==> config.mk <==
export PLATFORM = sky130hd
export DESIGN_NAME = uedma_core
export DESIGN_NICKNAME = d
export VERILOG_FILES = /design/src/rtl/uedma_pkg.sv /design/src/rtl/uedma_core.sv
export SDC_FILE = /design/constraint.sdc
export NUM_CORES = 1
export LEC_CHECK = 0
export BUFFER_PORTS_ARGS = -buffer_cell sky130_fd_sc_hd__buf_2
export CAP_MARGIN = 5
export CORE_MARGIN = 1.5
export CORE_UTILIZATION = 50
export DETAILED_ROUTE_END_ITERATION = 10
export MAX_ROUTING_LAYER = met4
export PLACE_DENSITY = 0.85
export SLEW_MARGIN = 20
export SYNTH_ARGS = -nofsm -noshare
export SYNTH_HDL_FRONTEND = slang
export SYNTH_SLANG_ARGS = --single-unit
==> constraint.sdc <==
create_clock -name clock -period 2.24 [get_ports clock]
set_input_delay 0.224 -clock clock [delete_from_list [all_inputs] [get_ports clock]]
set_output_delay 0.224 -clock clock [all_outputs]
set_load 0.005 [all_outputs]
==> src/rtl/uedma_pkg.sv <==
// constants for the usb endpoint dma slave
// Contract
// - ack-only bit clear selects fly-by mode with separate read and write strobes.
// - ack-only bit set selects acknowledge-only mode.
// - fly-by read strobe under acknowledge drives the endpoint's next byte or word.
// - fly-by write strobe under acknowledge captures the bus into the endpoint.
// - request is raised while the selected endpoint has data to move.
// - request drops after each beat in single mode, after burst end in burst.
// - no data drive without acknowledge; controller drops acknowledge after request.
// - ack-only mode uses acknowledge as strobe and ignores read and write strobes.
// - bulk transfer ends on pin, counter, short out packet, or enable cleared.
// - pin end on out endpoint discards rest of current buffer only.
// - pin end on in endpoint validates buffered packet for next in token.
// - 16-bit byte count register is loaded into counter when enable rises.
// - counter completion with counter end enabled halts dma.
// - short-packet end halts after the short out packet's bytes are moved.
// - bulk in short end occurs when counter hits zero mid buffer.
// - clearing enable halts the transfer without any event.
// - isochronous transfer ends on pin, counter, end of packet, or enable cleared.
// - endpoint comes from 4-bit index; its direction bit picks read or write.
// - acknowledge selects the configured dma endpoint regardless of io selection.
// - single-beat and burst transfers, bursts up to 16 bytes.
// - one dma endpoint at a time; io access may interleave.
package uedma_pkg;
    // ------------------------------------------------------------
    // register map
    // ------------------------------------------------------------
    localparam logic [7:0] OFS_CFG = 8'h00;
    localparam logic [7:0] OFS_COUNT = 8'h04;
    localparam logic [7:0] OFS_STATUS = 8'h08;
    localparam logic [7:0] OFS_ENDPOINT_DIRECTION_BIT = 8'h0C;
    // ------------------------------------------------------------
    // configuration fields
    // ------------------------------------------------------------
    localparam int CFG_EN = 0;
    localparam int CFG_ACKONLY = 1;
    localparam int CFG_CNTEOT = 2;
    localparam int CFG_SHORTEOT = 3;
    localparam int CFG_BURST = 4;
    localparam int CFG_WIDE = 5;
    localparam int CFG_IDX_LO = 8;
    localparam int CFG_W = 12;
    localparam logic [11:0] CFG_RESET = 12'h000;
    localparam logic [15:0] COUNT_RESET = 16'h0000;
    localparam logic [15:0] ENDPOINT_DIRECTION_BIT_RESET = 16'h0000;
    // ------------------------------------------------------------
    // status fields
    // ------------------------------------------------------------
    localparam int ST_ACTIVE = 0;
    localparam int ST_REQ = 1;
    localparam int ST_EXT = 2;
    localparam int ST_CNT = 3;
    localparam int ST_SHORT = 4;
    localparam int ST_EOP = 5;
    localparam int ST_REM_LO = 16;
    // ------------------------------------------------------------
    // transfer figures
    // ------------------------------------------------------------
    localparam int BURST_BYTES = 16;
    localparam logic [15:0] STEP_BYTE = 16'h0001;
    localparam logic [15:0] STEP_WORD = 16'h0002;
endpackage

==> src/rtl/uedma_core.sv <==
// usb endpoint dma slave: apb registers, pin handshake and end-of-transfer logic
`timescale 1ns/1ps
`default_nettype none
module uedma_core #(
    parameter int BURST = uedma_pkg::BURST_BYTES // bytes per burst
) (
    input wire logic clock, // 250 MHz clock
    input wire logic rst_n, // async reset, active low
    input wire logic psel, // apb select
    input wire logic penable, // apb access phase
    input wire logic pwrite, // apb direction
    input wire logic [7:0] paddr, // apb byte address
    input wire logic [31:0] pwdata, // apb write data
    output logic [31:0] prdata, // apb read data
    output logic pready, // apb ready
    output logic pslverr, // apb error on unmapped address
    output logic dma_request_out, // dma request pin
    input wire logic dma_acknowledge_in, // dma acknowledge pin
    input wire logic transfer_end_in, // external end-of-transfer pin
    input wire logic dma_read_strobe, // read strobe pin
    input wire logic dma_write_strobe, // write strobe pin
    input wire logic [15:0] data_in, // data bus level
    output logic [15:0] data_out, // data bus drive value
    output logic data_oe_n, // data bus enable, low while driving
    output logic [3:0] ep_sel, // endpoint selected for fifo access
    input wire logic rx_avail, // out endpoint holds data
    input wire logic [15:0] rx_data, // out endpoint head data
    input wire logic rx_short_last, // head is last of a short packet
    output logic rx_pop, // pulse: head consumed
    output logic rx_discard, // pulse: drop rest of current buffer
    input wire logic tx_space, // in endpoint can take data
    output logic [15:0] tx_data, // in endpoint write data
    output logic tx_push, // pulse: write tx_data
    output logic tx_validate, // pulse: mark packet for sending
    input wire logic ep_iso, // selected endpoint is isochronous
    input wire logic usb_eop // pulse: usb end of packet seen
);
    // ------------------------------------------------------------
    // pin synchronisers
    // ------------------------------------------------------------
    logic [19:0] pin_raw;
    logic [19:0] s1_q, s2_q, s3_q, flt_q, flt_d;
    assign pin_raw = {data_in, dma_write_strobe, dma_read_strobe, transfer_end_in,
                      dma_acknowledge_in};
    genvar gi;
    generate
        for (gi = 0; gi < 20; gi++) begin : g_sync
            always_comb begin
                flt_d[gi] = (s2_q[gi] == s3_q[gi]) ? s3_q[gi] : flt_q[gi];
            end
        end
    endgenerate
    always_ff @(posedge clock or negedge rst_n) begin
        if (!rst_n) begin
            s1_q <= '0;
            s2_q <= '0;
            s3_q <= '0;
            flt_q <= '0;
        end else begin
            s1_q <= pin_raw;
            s2_q <= s1_q;
            s3_q <= s2_q;
            flt_q <= flt_d;
        end
    end
    logic ack_f, eot_f, rd_f, wr_f;
    logic [15:0] din_f;
    assign ack_f = flt_q[0];
    assign eot_f = flt_q[1];
    assign rd_f = flt_q[2];
    assign wr_f = flt_q[3];
    assign din_f = flt_q[19:4];
    // ------------------------------------------------------------
    // apb registers
    // ------------------------------------------------------------
    logic [11:0] cfg_q, cfg_d;
    logic [15:0] count_q, count_d, endpoint_direction_bit_q, endpoint_direction_bit_d;
    logic [31:0] prdata_q, prdata_d, status_w;
    logic hit;
    logic wr_acc;
    assign wr_acc = psel && penable && pwrite;
    always_comb begin
        cfg_d = cfg_q;
        count_d = count_q;
        endpoint_direction_bit_d = endpoint_direction_bit_q;
        prdata_d = prdata_q;
        hit = (paddr == uedma_pkg::OFS_CFG) || (paddr == uedma_pkg::OFS_COUNT) ||
              (paddr == uedma_pkg::OFS_STATUS) || (paddr == uedma_pkg::OFS_ENDPOINT_DIRECTION_BIT);
        if (wr_acc && paddr == uedma_pkg::OFS_CFG) begin
            cfg_d = pwdata[11:0];
        end
        if (wr_acc && paddr == uedma_pkg::OFS_COUNT) begin
            count_d = pwdata[15:0];
        end
        if (wr_acc && paddr == uedma_pkg::OFS_ENDPOINT_DIRECTION_BIT) begin
            endpoint_direction_bit_d = pwdata[15:0];
        end
        if (psel && !penable) begin
            unique case (paddr)
                uedma_pkg::OFS_CFG: prdata_d = {20'h00000, cfg_q};
                uedma_pkg::OFS_COUNT: prdata_d = {16'h0000, count_q};
                uedma_pkg::OFS_STATUS: prdata_d = status_w;
                uedma_pkg::OFS_ENDPOINT_DIRECTION_BIT: prdata_d = {16'h0000, endpoint_direction_bit_q};
                default: prdata_d = 32'h00000000;
            endcase
        end
    end
    always_ff @(posedge clock or negedge rst_n) begin
        if (!rst_n) begin
            cfg_q <= uedma_pkg::CFG_RESET;
            count_q <= uedma_pkg::COUNT_RESET;
            endpoint_direction_bit_q <= uedma_pkg::ENDPOINT_DIRECTION_BIT_RESET;
            prdata_q <= 32'h00000000;
        end else begin
            cfg_q <= cfg_d;
            count_q <= count_d;
            endpoint_direction_bit_q <= endpoint_direction_bit_d;
            prdata_q <= prdata_d;
        end
    end
    assign prdata = prdata_q;
    assign pready = 1'b1;
    assign pslverr = psel && penable && !hit;
    // ------------------------------------------------------------
    // dma engine
    // ------------------------------------------------------------
    logic en, ack_only, cnt_en, short_en, burst, wide, dir_in;
    logic [3:0] idx;
    assign en = cfg_q[uedma_pkg::CFG_EN];
    assign ack_only = cfg_q[uedma_pkg::CFG_ACKONLY];
    assign cnt_en = cfg_q[uedma_pkg::CFG_CNTEOT];
    assign short_en = cfg_q[uedma_pkg::CFG_SHORTEOT];
    assign burst = cfg_q[uedma_pkg::CFG_BURST];
    assign wide = cfg_q[uedma_pkg::CFG_WIDE];
    assign idx = cfg_q[uedma_pkg::CFG_IDX_LO +: 4];
    assign dir_in = endpoint_direction_bit_q[idx];
    logic en_q, act_q, act_d, strb_q, req_q, req_d, hold_q, hold_d;
    logic [15:0] cnt_q, cnt_d, dout_q, dout_d, tdat_q, tdat_d, step;
    logic [4:0] bcnt_q, bcnt_d;
    logic [3:0] why_q, why_d;
    logic pop_d, push_d, disc_d, val_d, eot_q;
    logic strobe, fall, beat, hit0, end_ext, end_cnt, end_short, end_eop, any_end;
    always_comb begin
        // fly-by uses the strobe matching the direction
        strobe = ack_only ? ack_f : (ack_f && (dir_in ? wr_f : rd_f));
        fall = strb_q && !strobe;
        beat = fall && act_q;
        step = wide ? uedma_pkg::STEP_WORD : uedma_pkg::STEP_BYTE;
        hit0 = cnt_q <= step;
        end_ext = eot_f && !eot_q && act_q;
        end_cnt = beat && hit0 && (cnt_en || (short_en && dir_in));
        end_short = beat && short_en && !dir_in && rx_short_last;
        end_eop = usb_eop && ep_iso && act_q;
        any_end = end_ext || end_cnt || end_short || end_eop;
        act_d = act_q;
        cnt_d = cnt_q;
        why_d = why_q;
        if (beat) begin
            cnt_d = hit0 ? 16'h0000 : cnt_q - step;
        end
        if (en && !en_q) begin
            act_d = 1'b1;
            cnt_d = count_q;
            why_d = 4'h0;
        end else if (any_end) begin
            act_d = 1'b0;
        end
        why_d = why_d | {end_eop, end_short, end_cnt, end_ext};
        if (!en) begin
            act_d = 1'b0;
        end
        bcnt_d = bcnt_q;
        hold_d = hold_q;
        // ack-only drops ack between beats, so only idle or a finished burst clears the tally
        if (!act_q || (ack_only ? (hold_q && !ack_f) : !ack_f)) begin
            bcnt_d = 5'h00;
            hold_d = 1'b0;
        end else if (beat) begin
            bcnt_d = bcnt_q + 5'(step);
            // request drops per beat or at burst end
            if (!burst || int'(bcnt_d) >= BURST) begin
                hold_d = 1'b1;
            end
        end
        // request only while enabled, active and data can move
        req_d = act_d && !any_end && !hold_d && (dir_in ? tx_space : rx_avail);
        // present next head at strobe start
        dout_d = (strobe && !strb_q && !dir_in) ? rx_data : dout_q;
        tdat_d = (beat && dir_in) ? din_f : tdat_q;
        push_d = beat && dir_in;
        pop_d = beat && !dir_in;
        // drop rest of current out buffer
        disc_d = end_ext && !dir_in;
        val_d = dir_in && (end_ext || end_cnt);
    end
    always_ff @(posedge clock or negedge rst_n) begin
        if (!rst_n) begin
            en_q <= 1'b0;
            act_q <= 1'b0;
            strb_q <= 1'b0;
            req_q <= 1'b0;
            hold_q <= 1'b0;
            eot_q <= 1'b0;
            cnt_q <= 16'h0000;
            dout_q <= 16'h0000;
            tdat_q <= 16'h0000;
            bcnt_q <= 5'h00;
            why_q <= 4'h0;
            rx_pop <= 1'b0;
            tx_push <= 1'b0;
            rx_discard <= 1'b0;
            tx_validate <= 1'b0;
        end else begin
            en_q <= en;
            act_q <= act_d;
            strb_q <= strobe;
            req_q <= req_d;
            hold_q <= hold_d;
            eot_q <= eot_f;
            cnt_q <= cnt_d;
            dout_q <= dout_d;
            tdat_q <= tdat_d;
            bcnt_q <= bcnt_d;
            why_q <= why_d;
            rx_pop <= pop_d;
            tx_push <= push_d;
            rx_discard <= disc_d;
            tx_validate <= val_d;
        end
    end
    assign dma_request_out = req_q;
    assign data_out = dout_q;
    assign tx_data = tdat_q;
    // drive only under acknowledge during a read beat
    assign data_oe_n = !(strobe && !dir_in);
    // endpoint select always follows the configured dma endpoint index, with or without acknowledge
    assign ep_sel = idx;
    assign status_w = {cnt_q, 10'h000, why_q, req_q, act_q};
endmodule
`default_nettype wire

**Word level (Yosys, flattened, before mapping)**

Cells that the tools add are included.

- Bits in registers: 223
- Bits of input ports: 86

- Equal/unequal tests: 23
- Order comparisons: 3
- Reduce and logical (&&, ||, !) cells: 57
- Add/sub/neg operators: 2
- Muxes and demuxes: 20
- Bitwise operators: 1

Operators with widths:

| cell | count |
|---|---|
| $pmux 32 s4 | 1 |
| $mux 16 | 3 |
| $logic_and 1x1->1 | 32 |
| $eq 1x1->1 | 20 |
| $eq 8x4->1 const B | 2 |
| $le 16x2->1 | 1 |
| $sub 16x2->16 | 1 |
| $logic_not 1->1 | 13 |
| $mux 1 | 11 |
| $mux 5 | 2 |
| $logic_or 1x1->1 | 9 |
| $eq 8x3->1 const B | 1 |
| $logic_not 8->1 | 1 |
| $add 5x2->5 | 1 |
| $ge 5x5->1 const B | 1 |
| $lt 4x5->1 const B | 1 |
| $bmux 1 s4 | 1 |
| $mux 4 | 1 |
| $or 4x4->4 | 1 |
| $reduce_bool 2->1 | 2 |
| $mux 2 | 1 |

**Longest topological paths before layout**

Gate-level depths: netlist (run 1).

- Depth after elaboration: 19
- Depth in mapped cells: 10
- Mapped depth without buffers: 9

**Worst setup path after synthesis (run 1)**

OpenSTA, ideal clock, no wires.

- Kind: flip-flop to flip-flop
- Start: register cfg_q[9]
- End: register dout_q[10], in the netlist data_out[10]
- Arrival time: 2.350 ns
- Stages on the path, launching flop included: 9
- Clock period less this slack: 2.475 ns
- Setup slack: -0.235 ns
- Cell sequence: dfrtp_1 > buf_6 > mux2_2 > a2bb2oi_1 > and3_1 > or3_1 > nor2_2 > buf_4 > mux2_2

- Word-level cells in the longest chain between the ends: 7
- Elaborated cells between the ends (all ways): 8
- Those cells by class: mux (4); reduce/logical (4)

RTL lines:

| what | RTL line | RTL |
|---|---|---|
| from (decl) | uedma_core.sv:76 | `logic [11:0] cfg_q, cfg_d;` |
| from (signal assigned) | uedma_core.sv:110 | `cfg_q <= uedma_pkg::CFG_RESET;` |
| from (signal assigned) | uedma_core.sv:115 | `cfg_q <= cfg_d;` |
| $bmux 1 s4 (*) | uedma_core.sv:136 | `assign dir_in = endpoint_direction_bit_q[idx];` |
| $mux 1 (implied by the code) (*) | uedma_core.sv:136 |  |
| $mux 1 | uedma_core.sv:145 | `strobe = ack_only ? ack_f : (ack_f && (dir_in ? wr_f : rd_f));` |
| $logic_and 1x1->1 | uedma_core.sv:145 |  |
| $mux 1 | uedma_core.sv:145 |  |
| $logic_and 1x1->1 | uedma_core.sv:188 | `dout_d = (strobe && !strb_q && !dir_in) ? rx_data : dout_q;` |
| $logic_and 1x1->1 (*) | uedma_core.sv:188 |  |
| to (signal assigned) | uedma_core.sv:221 | `dout_q <= dout_d;` |
| to (decl) | uedma_core.sv:138 | `logic [15:0] cnt_q, cnt_d, dout_q, dout_d, tdat_q, tdat_d, step;` |

Every way passes the cells marked *; elsewhere a longest branch is shown, timed or not. The select of a mux whose other input is x is not followed.
A chain may end at the register's enable or synchronous reset.

**Final worst setup path (run 1)**

- Start: register cfg_q[9]
- End: output port data_oe_n

- Word-level cells in the longest chain between the ends: 7
- Elaborated cells between the ends (all ways): 8
- Those cells by class: mux (4); reduce/logical (4)

RTL lines:

| what | RTL line | RTL |
|---|---|---|
| $bmux 1 s4 (*) | uedma_core.sv:136 |  |
| $mux 1 (implied by the code) (*) | uedma_core.sv:136 |  |
| $mux 1 | uedma_core.sv:145 |  |
| $logic_and 1x1->1 | uedma_core.sv:145 |  |
| $mux 1 | uedma_core.sv:145 |  |
| $logic_and 1x1->1 (*) | uedma_core.sv:235 | `assign data_oe_n = !(strobe && !dir_in);` |
| $logic_not 1->1 (*) | uedma_core.sv:235 |  |
| to (decl) | uedma_core.sv:24 | `output logic data_oe_n,` |

Marks and branches as above.

==> flow_summary.json, run 1 <==
{
  "portBuffers": 144,
  "initial_core_util_pct": 50.95,
  "yosys.area.top_type": "dfrtp_1",
  "timing.max_slew.rel_slack_pct": 52.33,
  "violations": "setup timing",
  "min_path_type": "input pin to flop",
  "synth.area.top_cells": "dfrtp_1, mux2_2, maj3_1",
  "p_leak_nw": 5.772,
  "ios": 162,
  "finalPower_w": 0.009746,
  "routabilityCongestion": 0.8493,
  "die_w_um": 135.3,
  "rr_endpoint": "data_out[3]",
  "synth.top_cell.area_share_pct": 63.77,
  "synth_fp_nets": 735,
  "ctsRootBufferMaster": "clkbuf_16",
  "async_reset_ff_share_pct": 100.0,
  "finalSetupViolCount": 60,
  "nNetsFinal": 1002,
  "yosysMostFrequentCell": "dfrtp_1",
  "syn_to_final_growth_pct": 36.63,
  "postRouteAntennaNets": 0,
  "period_needed_ns": 2.608,
  "drt-total-wl_um": 22640,
  "die_area_sq_mm": 0.01830,
  "drt_iter0_drc": 541,
  "seq_area_sq_mm": 0.005582,
  "cts_tree": "built",
  "worst_pin_slew_ns": 0.7151,
  "nFillCells": 1126,
  "antenna_found_initial": 0,
  "fin_util_pct": 69.61,
  "hold_violations": 0,
  "power_switching_w": 0.002445,
  "clockBufferDepth": 3,
  "yosysWarnings": 0,
  "max-vdd-ir-drop_v": 0.0005915,
  "viasPerCell": 5.620,
  "wire_per_inst_um": 19.69,
  "holdPathEnd": "count_q[0]",
  "track_usage_pct": 25.96,
  "drc": 0,
  "skew_ns": 0.01200,
  "grt_pass1_vias": 6585,
  "avgSynthCellArea_sq_um": 13.61,
  "h-tree-depth": 1,
  "pwr-share-seq_pct": 46.9,
  "synthTopCellsByCount": "dfrtp_1, mux2_2, nand2_1",
  "dp_hpwl_um": 14250,
  "p_clk_share_pct": 38.4,
  "worst-setup-path-type": "flop to output pin",
  "diodes": 0,
  "numCtsBuffers": 23,
  "cts_sinks": 223,
  "synth_ff_type": "dfrtp_1",
  "fin_crit_sh_pct": 116.4,
  "min_delay_path_depth": 2,
  "first_pass_iters": 7,
  "synth_cells": 643,
  "grt_max_degree": 74,
  "rr_startpoint": "cfg_q[9]",
  "slew_violations": 0,
  "intPower_w": 0.007301,
  "pwr-share-comb_pct": 14.7,
  "clkSlewWorstSetupHoldPaths_ns": 0.06,
  "timing.final.ws_setup_ns": -0.3676,
  "swShare_pct": 25.08,
  "crit_required_ns": 2.02,
  "synthesis.area_sq_mm": 0.008751,
  "worst-r2r-cell-count": 9,
  "num_rows": 48,
  "clock.fmax_mhz": 383.5,
  "seq_area_frac_synth_pct": 63.77,
  "yosys_register_bits": 223,
  "crit_path_start_kind": "flop",
  "rsz0062_at_grt": "true",
  "drive_gt1_share_pct": 43.14,
  "end_kind": "output pin",
  "clock_latency_ns": 0.52,
  "core_area_sq_mm": 0.01718,
  "status": "complete, but fails checks",
  "rrSetupSlack_ns": -0.32,
  "synth_edf_count": 0,
  "hold_path_startpoint": "pwdata[0]",
  "max_cap_viol_count": 0,
  "die_y_um": 135.3,
  "powerDensity_mw_per_mm2": 815.1,
  "multi_input_area_sq_mm": 0.003296,
  "cp_max_fo": 5,
  "overflow": 0,
  "vias": 6463,
  "arrival_ns": 2.38,
  "grt_first_pass_wirelength_um": 35930,
  "synth_cell_types": 53
}
-- area by class of cell --
class	instances	area share, %
well taps	225	2.355
inverters	13	0.4081
multi-input cells	371	27.56
clock inverters	7	0.6488
flip-flops and latches	223	46.68
clock buffers	33	5.630
repair buffers	278	16.71
-- logic make-up (layout without fill, tap and decap cells) --
group | count (synthesis) | count (layout) | synth area share [%]
flops | 223 | 223 | 63.77
simple gates | 130 | 131 | 7.321
compound gates | 110 | 110 | 8.879
mux | 101 | 101 | 13.87
buf+inv | 50 | 331 | 2.602
fa+ha+maj | 26 | 26 | 3.317
xor+xnor | 2 | 2 | 0.2002
other cells | 1 | 1 | 0.04285
-- registers in the layout (all words and copies together), names as in the netlist, 4 cells and up --
signal,count
bcnt_q,5
cfg_q,12
cnt_q,16
count_q,16
data_out,16
endpoint_direction_bit_q,16
flt_q,20
prdata,32
s1_q,20
s2_q,20
s3_q,20
tx_data,16
why_q,4
-- power by group through the flow --
stage / combinational (W) / sequential (W) / clock, W
detailed placement: 0.00119 / 0.00462 / 0
finish: 0.00143 / 0.00457 / 0.00374
CTS: 0.00135 / 0.00455 / 0.00379
global route: 0.00156 / 0.00461 / 0.00399
global placement: 0.00115 / 0.00460 / 0
floorplan: 0.000621 / 0.00459 / 0
-- repair_timing --
action / 4_1_cts / 5_1_grt
endpoints found under the hold margin: 140 / 0
cloned: 1 / 0
resized for setup: 46 / 17
setup buffers: 11 / 3
endpoints found under the setup margin: 59 / 60
hold buffers: 54 / 0
pin swaps: 27 / 10
-- how the worst max path moves through the flow --
stage,start,end,cells after the start
3_3_place_gp,cfg_q[9],bcnt_q[3],7
5_1_grt,cfg_q[9],data_oe_n,7
6_report,cfg_q[9],data_oe_n,7
4_1_cts,cfg_q[9],data_oe_n,7
2_1_floorplan,cfg_q[9],data_out[10],8
3_5_place_dp,cfg_q[9],act_q,7
-- layer usage --
metal	vias up	global-route usage [%]	share of wire [%]
met4	0	8.005	3.1
met5	-	-	0
met1	3295	34.34	41
met3	57	3.255	5.4
met2	250	42.35	51
li1	2861	-	-
-- layout by cell type, fill, tap and decap left out, types with 5 or more instances in the layout --
| cell | n |
|---|---|
| buf_2 | 142 |
| mux4_2 | 7 |
| clkbuf_8 | 6 |
| a22oi_1 | 6 |
| clkbuf_16 | 23 |
| o21ai_0 | 22 |
| or3_1 | 6 |
| buf_4 | 62 |
| nor2_1 | 24 |
| o211ai_1 | 5 |
| dfrtp_1 | 222 |
| a21o_1 | 5 |
| or4_1 | 7 |
| inv_1 | 12 |
| nand2_1 | 42 |
| mux2_2 | 66 |
| dlygate4sd3_1 | 54 |
| maj3_1 | 20 |
| mux2_4 | 16 |
| buf_6 | 13 |
| mux2i_1 | 10 |
| buf_12 | 6 |
| a22o_1 | 22 |
| a21oi_1 | 6 |
| nand3_1 | 9 |
| a31oi_1 | 9 |
-- worst max-delay path, stage by stage, from the launching register on --
cell,delay (ns)
dfrtp_2,0.45
buf_6,0.14
mux2i_1,0.24
mux4_2,0.37
nor2_4,0.05
or3_4,0.38
buf_6,0.12
buf_6,0.11
-- stage by stage --
step	hold WS (ns)	cell area, sq um	TNS (ns)	worst slack, ns	std cells
after CTS	0.001982	11850	-7.516	-0.2777	1147
after global placement	0.2322	10250	-5.400	-0.1930	1041
final	0.007253	11960	-12.92	-0.3676	1150
after floorplan	-0.07159	8865	-0.6017	-0.05776	643
after global routing	0.003715	11960	-16.46	-0.4256	1150
after detailed placement	0.2353	10250	-8.908	-0.3111	1041
No activity file was read; power rests on OpenSTA's default activity.
==> run 2: changes to the inputs <==
--- a/config.mk
+++ b/config.mk
@@ -9,6 +9,7 @@
 export CAP_MARGIN = 5
 export CORE_MARGIN = 1.5
 export CORE_UTILIZATION = 50
+export CTS_BUF_LIST = sky130_fd_sc_hd__clkbuf_8 sky130_fd_sc_hd__clkbuf_16
 export DETAILED_ROUTE_END_ITERATION = 10
 export MAX_ROUTING_LAYER = met4
 export PLACE_DENSITY = 0.85
==> run 2 against run 1 <==
Net effect: the run still ends with setup timing left; utilization is the same; maximum frequency increased by 0.23%; cell area is the same; hold slack gained 0.00083 ns; total power down 0.11%; highest routed layer unchanged.
==> flow_summary.json, run 2 (synthesis gave the netlist of run 1 again) <==
{
  "status": "complete, but fails checks",
  "violations": "setup timing",
  "numCtsBuffers": 23,
  "cts_tree": "built",
  "clockBufferDepth": 3,
  "portBuffers": 144,
  "core_area_sq_mm": 0.01718,
  "largest_register_ffs": 32,
  "postRouteAntennaNets": 0,
  "slew_violations": 0,
  "die_w_um": 135.3,
  "clock.fmax_mhz": 384.4,
  "period_needed_ns": 2.602,
  "ios": 162,
  "layout_commonest_cell": "dfrtp_1",
  "place_area_sq_mm": 0.01025,
  "intPower_w": 0.007283,
  "drc": 0,
  "end_kind": "output pin",
  "powerDensity_mw_per_mm2": 814.2,
  "die_area_sq_mm": 0.01830,
  "first_pass_iters": 5,
  "rsz0062_at_grt": "true",
  "arrival_ns": 2.38,
  "fin_util_pct": 69.61,
  "routabilityCongestion": 0.8493,
  "drt-total-wl_um": 22650,
  "layout_common_cells": "dfrtp_1, buf_2, mux2_2",
  "cp_max_fo": 5,
  "crit_chain": "buf_6 -> mux2i_1 -> mux4_2 -> nor2_4 -> or3_4 -> buf_6 -> buf_6",
  "crit_buf_inv": 3,
  "num_rows": 48,
  "skew_ns": 0.01322,
  "max-vdd-ir-drop_v": 0.0005909,
  "track_usage_pct": 25.97,
  "min_path_type": "input pin to flop",
  "p_leak_nw": 5.788,
  "pre_cts_slack_ns": -0.3111,
  "final_area_sq_mm": 0.01196,
  "nNetsFinal": 1002,
  "worst-setup-path-type": "flop to output pin",
  "clkSlewWorstSetupHoldPaths_ns": 0.06,
  "max_cap_viol_count": 0,
  "clock_latency_ns": 0.52,
  "p_clk_share_pct": 38.3,
  "grt_max_degree": 74,
  "finalPower_w": 0.009735,
  "swShare_pct": 25.19,
  "vias": 6435,
  "grt_first_pass_wirelength_um": 35940,
  "ctsRootBufferMaster": "clkbuf_16",
  "fin_crit_sh_pct": 116.1,
  "timing.max_slew.rel_slack_pct": 52.62,
  "cts_sinks": 223,
  "wire_per_inst_um": 19.69,
  "drt_iter0_drc": 495,
  "hold_violations": 0,
  "finalSetupViolCount": 60,
  "critPathMostFrequentCell": "buf_6",
  "drive_gt1_share_pct": 43.14,
  "die_y_um": 135.3,
  "grt_pass1_vias": 6592,
  "viasPerCell": 5.596,
  "pwr-share-comb_pct": 14.7,
  "timing.final.ws_setup_ns": -0.3615,
  "power_switching_w": 0.002452,
  "pwr-share-seq_pct": 46.9,
  "antenna_found_initial": 0,
  "diodes": 0,
  "worst_path_max_delay_cell": "dfrtp_2",
  "cpPeakStageDelay_ns": 0.45,
  "syn_to_final_growth_pct": 36.63,
  "h-tree-depth": 1,
  "crit_family": "multiplexers",
  "stdcell_count": 1150,
  "dp_hpwl_um": 14250,
  "overflow": 0,
  "place_inst": 1041,
  "crit_required_ns": 2.02,
  "initial_core_util_pct": 50.95,
  "crit_path_start_kind": "flop",
  "worst_pin_slew_ns": 0.7108
}
run 2: changes by cell type in the layout (fill, tap and decap cells not counted), sizes merged:
cell    before  now
clkbuf      33   29
inv         14   18
run 2: final cells by class:
type / instances / area (sq um)
Multi-Input combinational cell: 371 / 3296
Inverter: 13 / 48.80
Sequential cell: 223 / 5582
Tap cell: 225 / 281.5
Timing Repair Buffer: 278 / 1998
Clock buffer: 29 / 658.1
Clock inverter: 11 / 92.59
Fill cell: 1126 / 5220
run 2: worst paths after layout:
kind	startpoint	to	slack (ns)	cells after the start
setup / recovery	cfg_q[9]	data_oe_n	-0.36	7
hold / removal	pwdata[0]	count_q[0]	0.008	2
setup reg to reg	cfg_q[9]	data_out[3]	-0.31	9
hold reg to reg	s1_q[1]	s2_q[1]	0.34	0
max in group asynchronous	rst_n	s1_q[18]	1.27	3
min in group asynchronous	rst_n	s1_q[7]	0.28	2
run 2: per-stage QoR:
step | hold WS (ns) | setup TNS, ns
floorplan | -0.07159 | -0.6017
global placement | 0.2322 | -5.400
detailed placement | 0.2353 | -8.908
CTS | 0.001982 | -7.513
global route | 0.003715 | -16.48
finish | 0.008087 | -12.56
run 2: repair_timing:
| action | CTS | global route |
|---|---|---|
| hold buffers | 54 | 0 |
| gates cloned | 1 | 0 |
| gates resized for setup | 46 | 17 |
| hold endpoints to repair | 140 | 0 |
| setup buffers | 11 | 3 |
| endpoints found under the setup margin | 59 | 60 |
| pin swaps | 27 | 10 |
run 2: power by group through the flow:
| stage | sequential [W] | clock, W | combinational [W] |
|---|---|---|---|
| floorplan | 0.00459 | 0 | 0.000621 |
| global placement | 0.00460 | 0 | 0.00115 |
| detailed placement | 0.00462 | 0 | 0.00119 |
| CTS | 0.00455 | 0.00378 | 0.00135 |
| global route | 0.00460 | 0.00397 | 0.00156 |
| finish | 0.00457 | 0.00373 | 0.00143 |
run 2: per-layer routing:
layer | vias up | track usage [%] | share of wire, %
met4 | 0 | 8.005 | 3.1
met5 | - | - | 0
met3 | 55 | 3.255 | 5.0
met1 | 3288 | 34.27 | 41
met2 | 236 | 42.46 | 51
li1 | 2856 | - | -
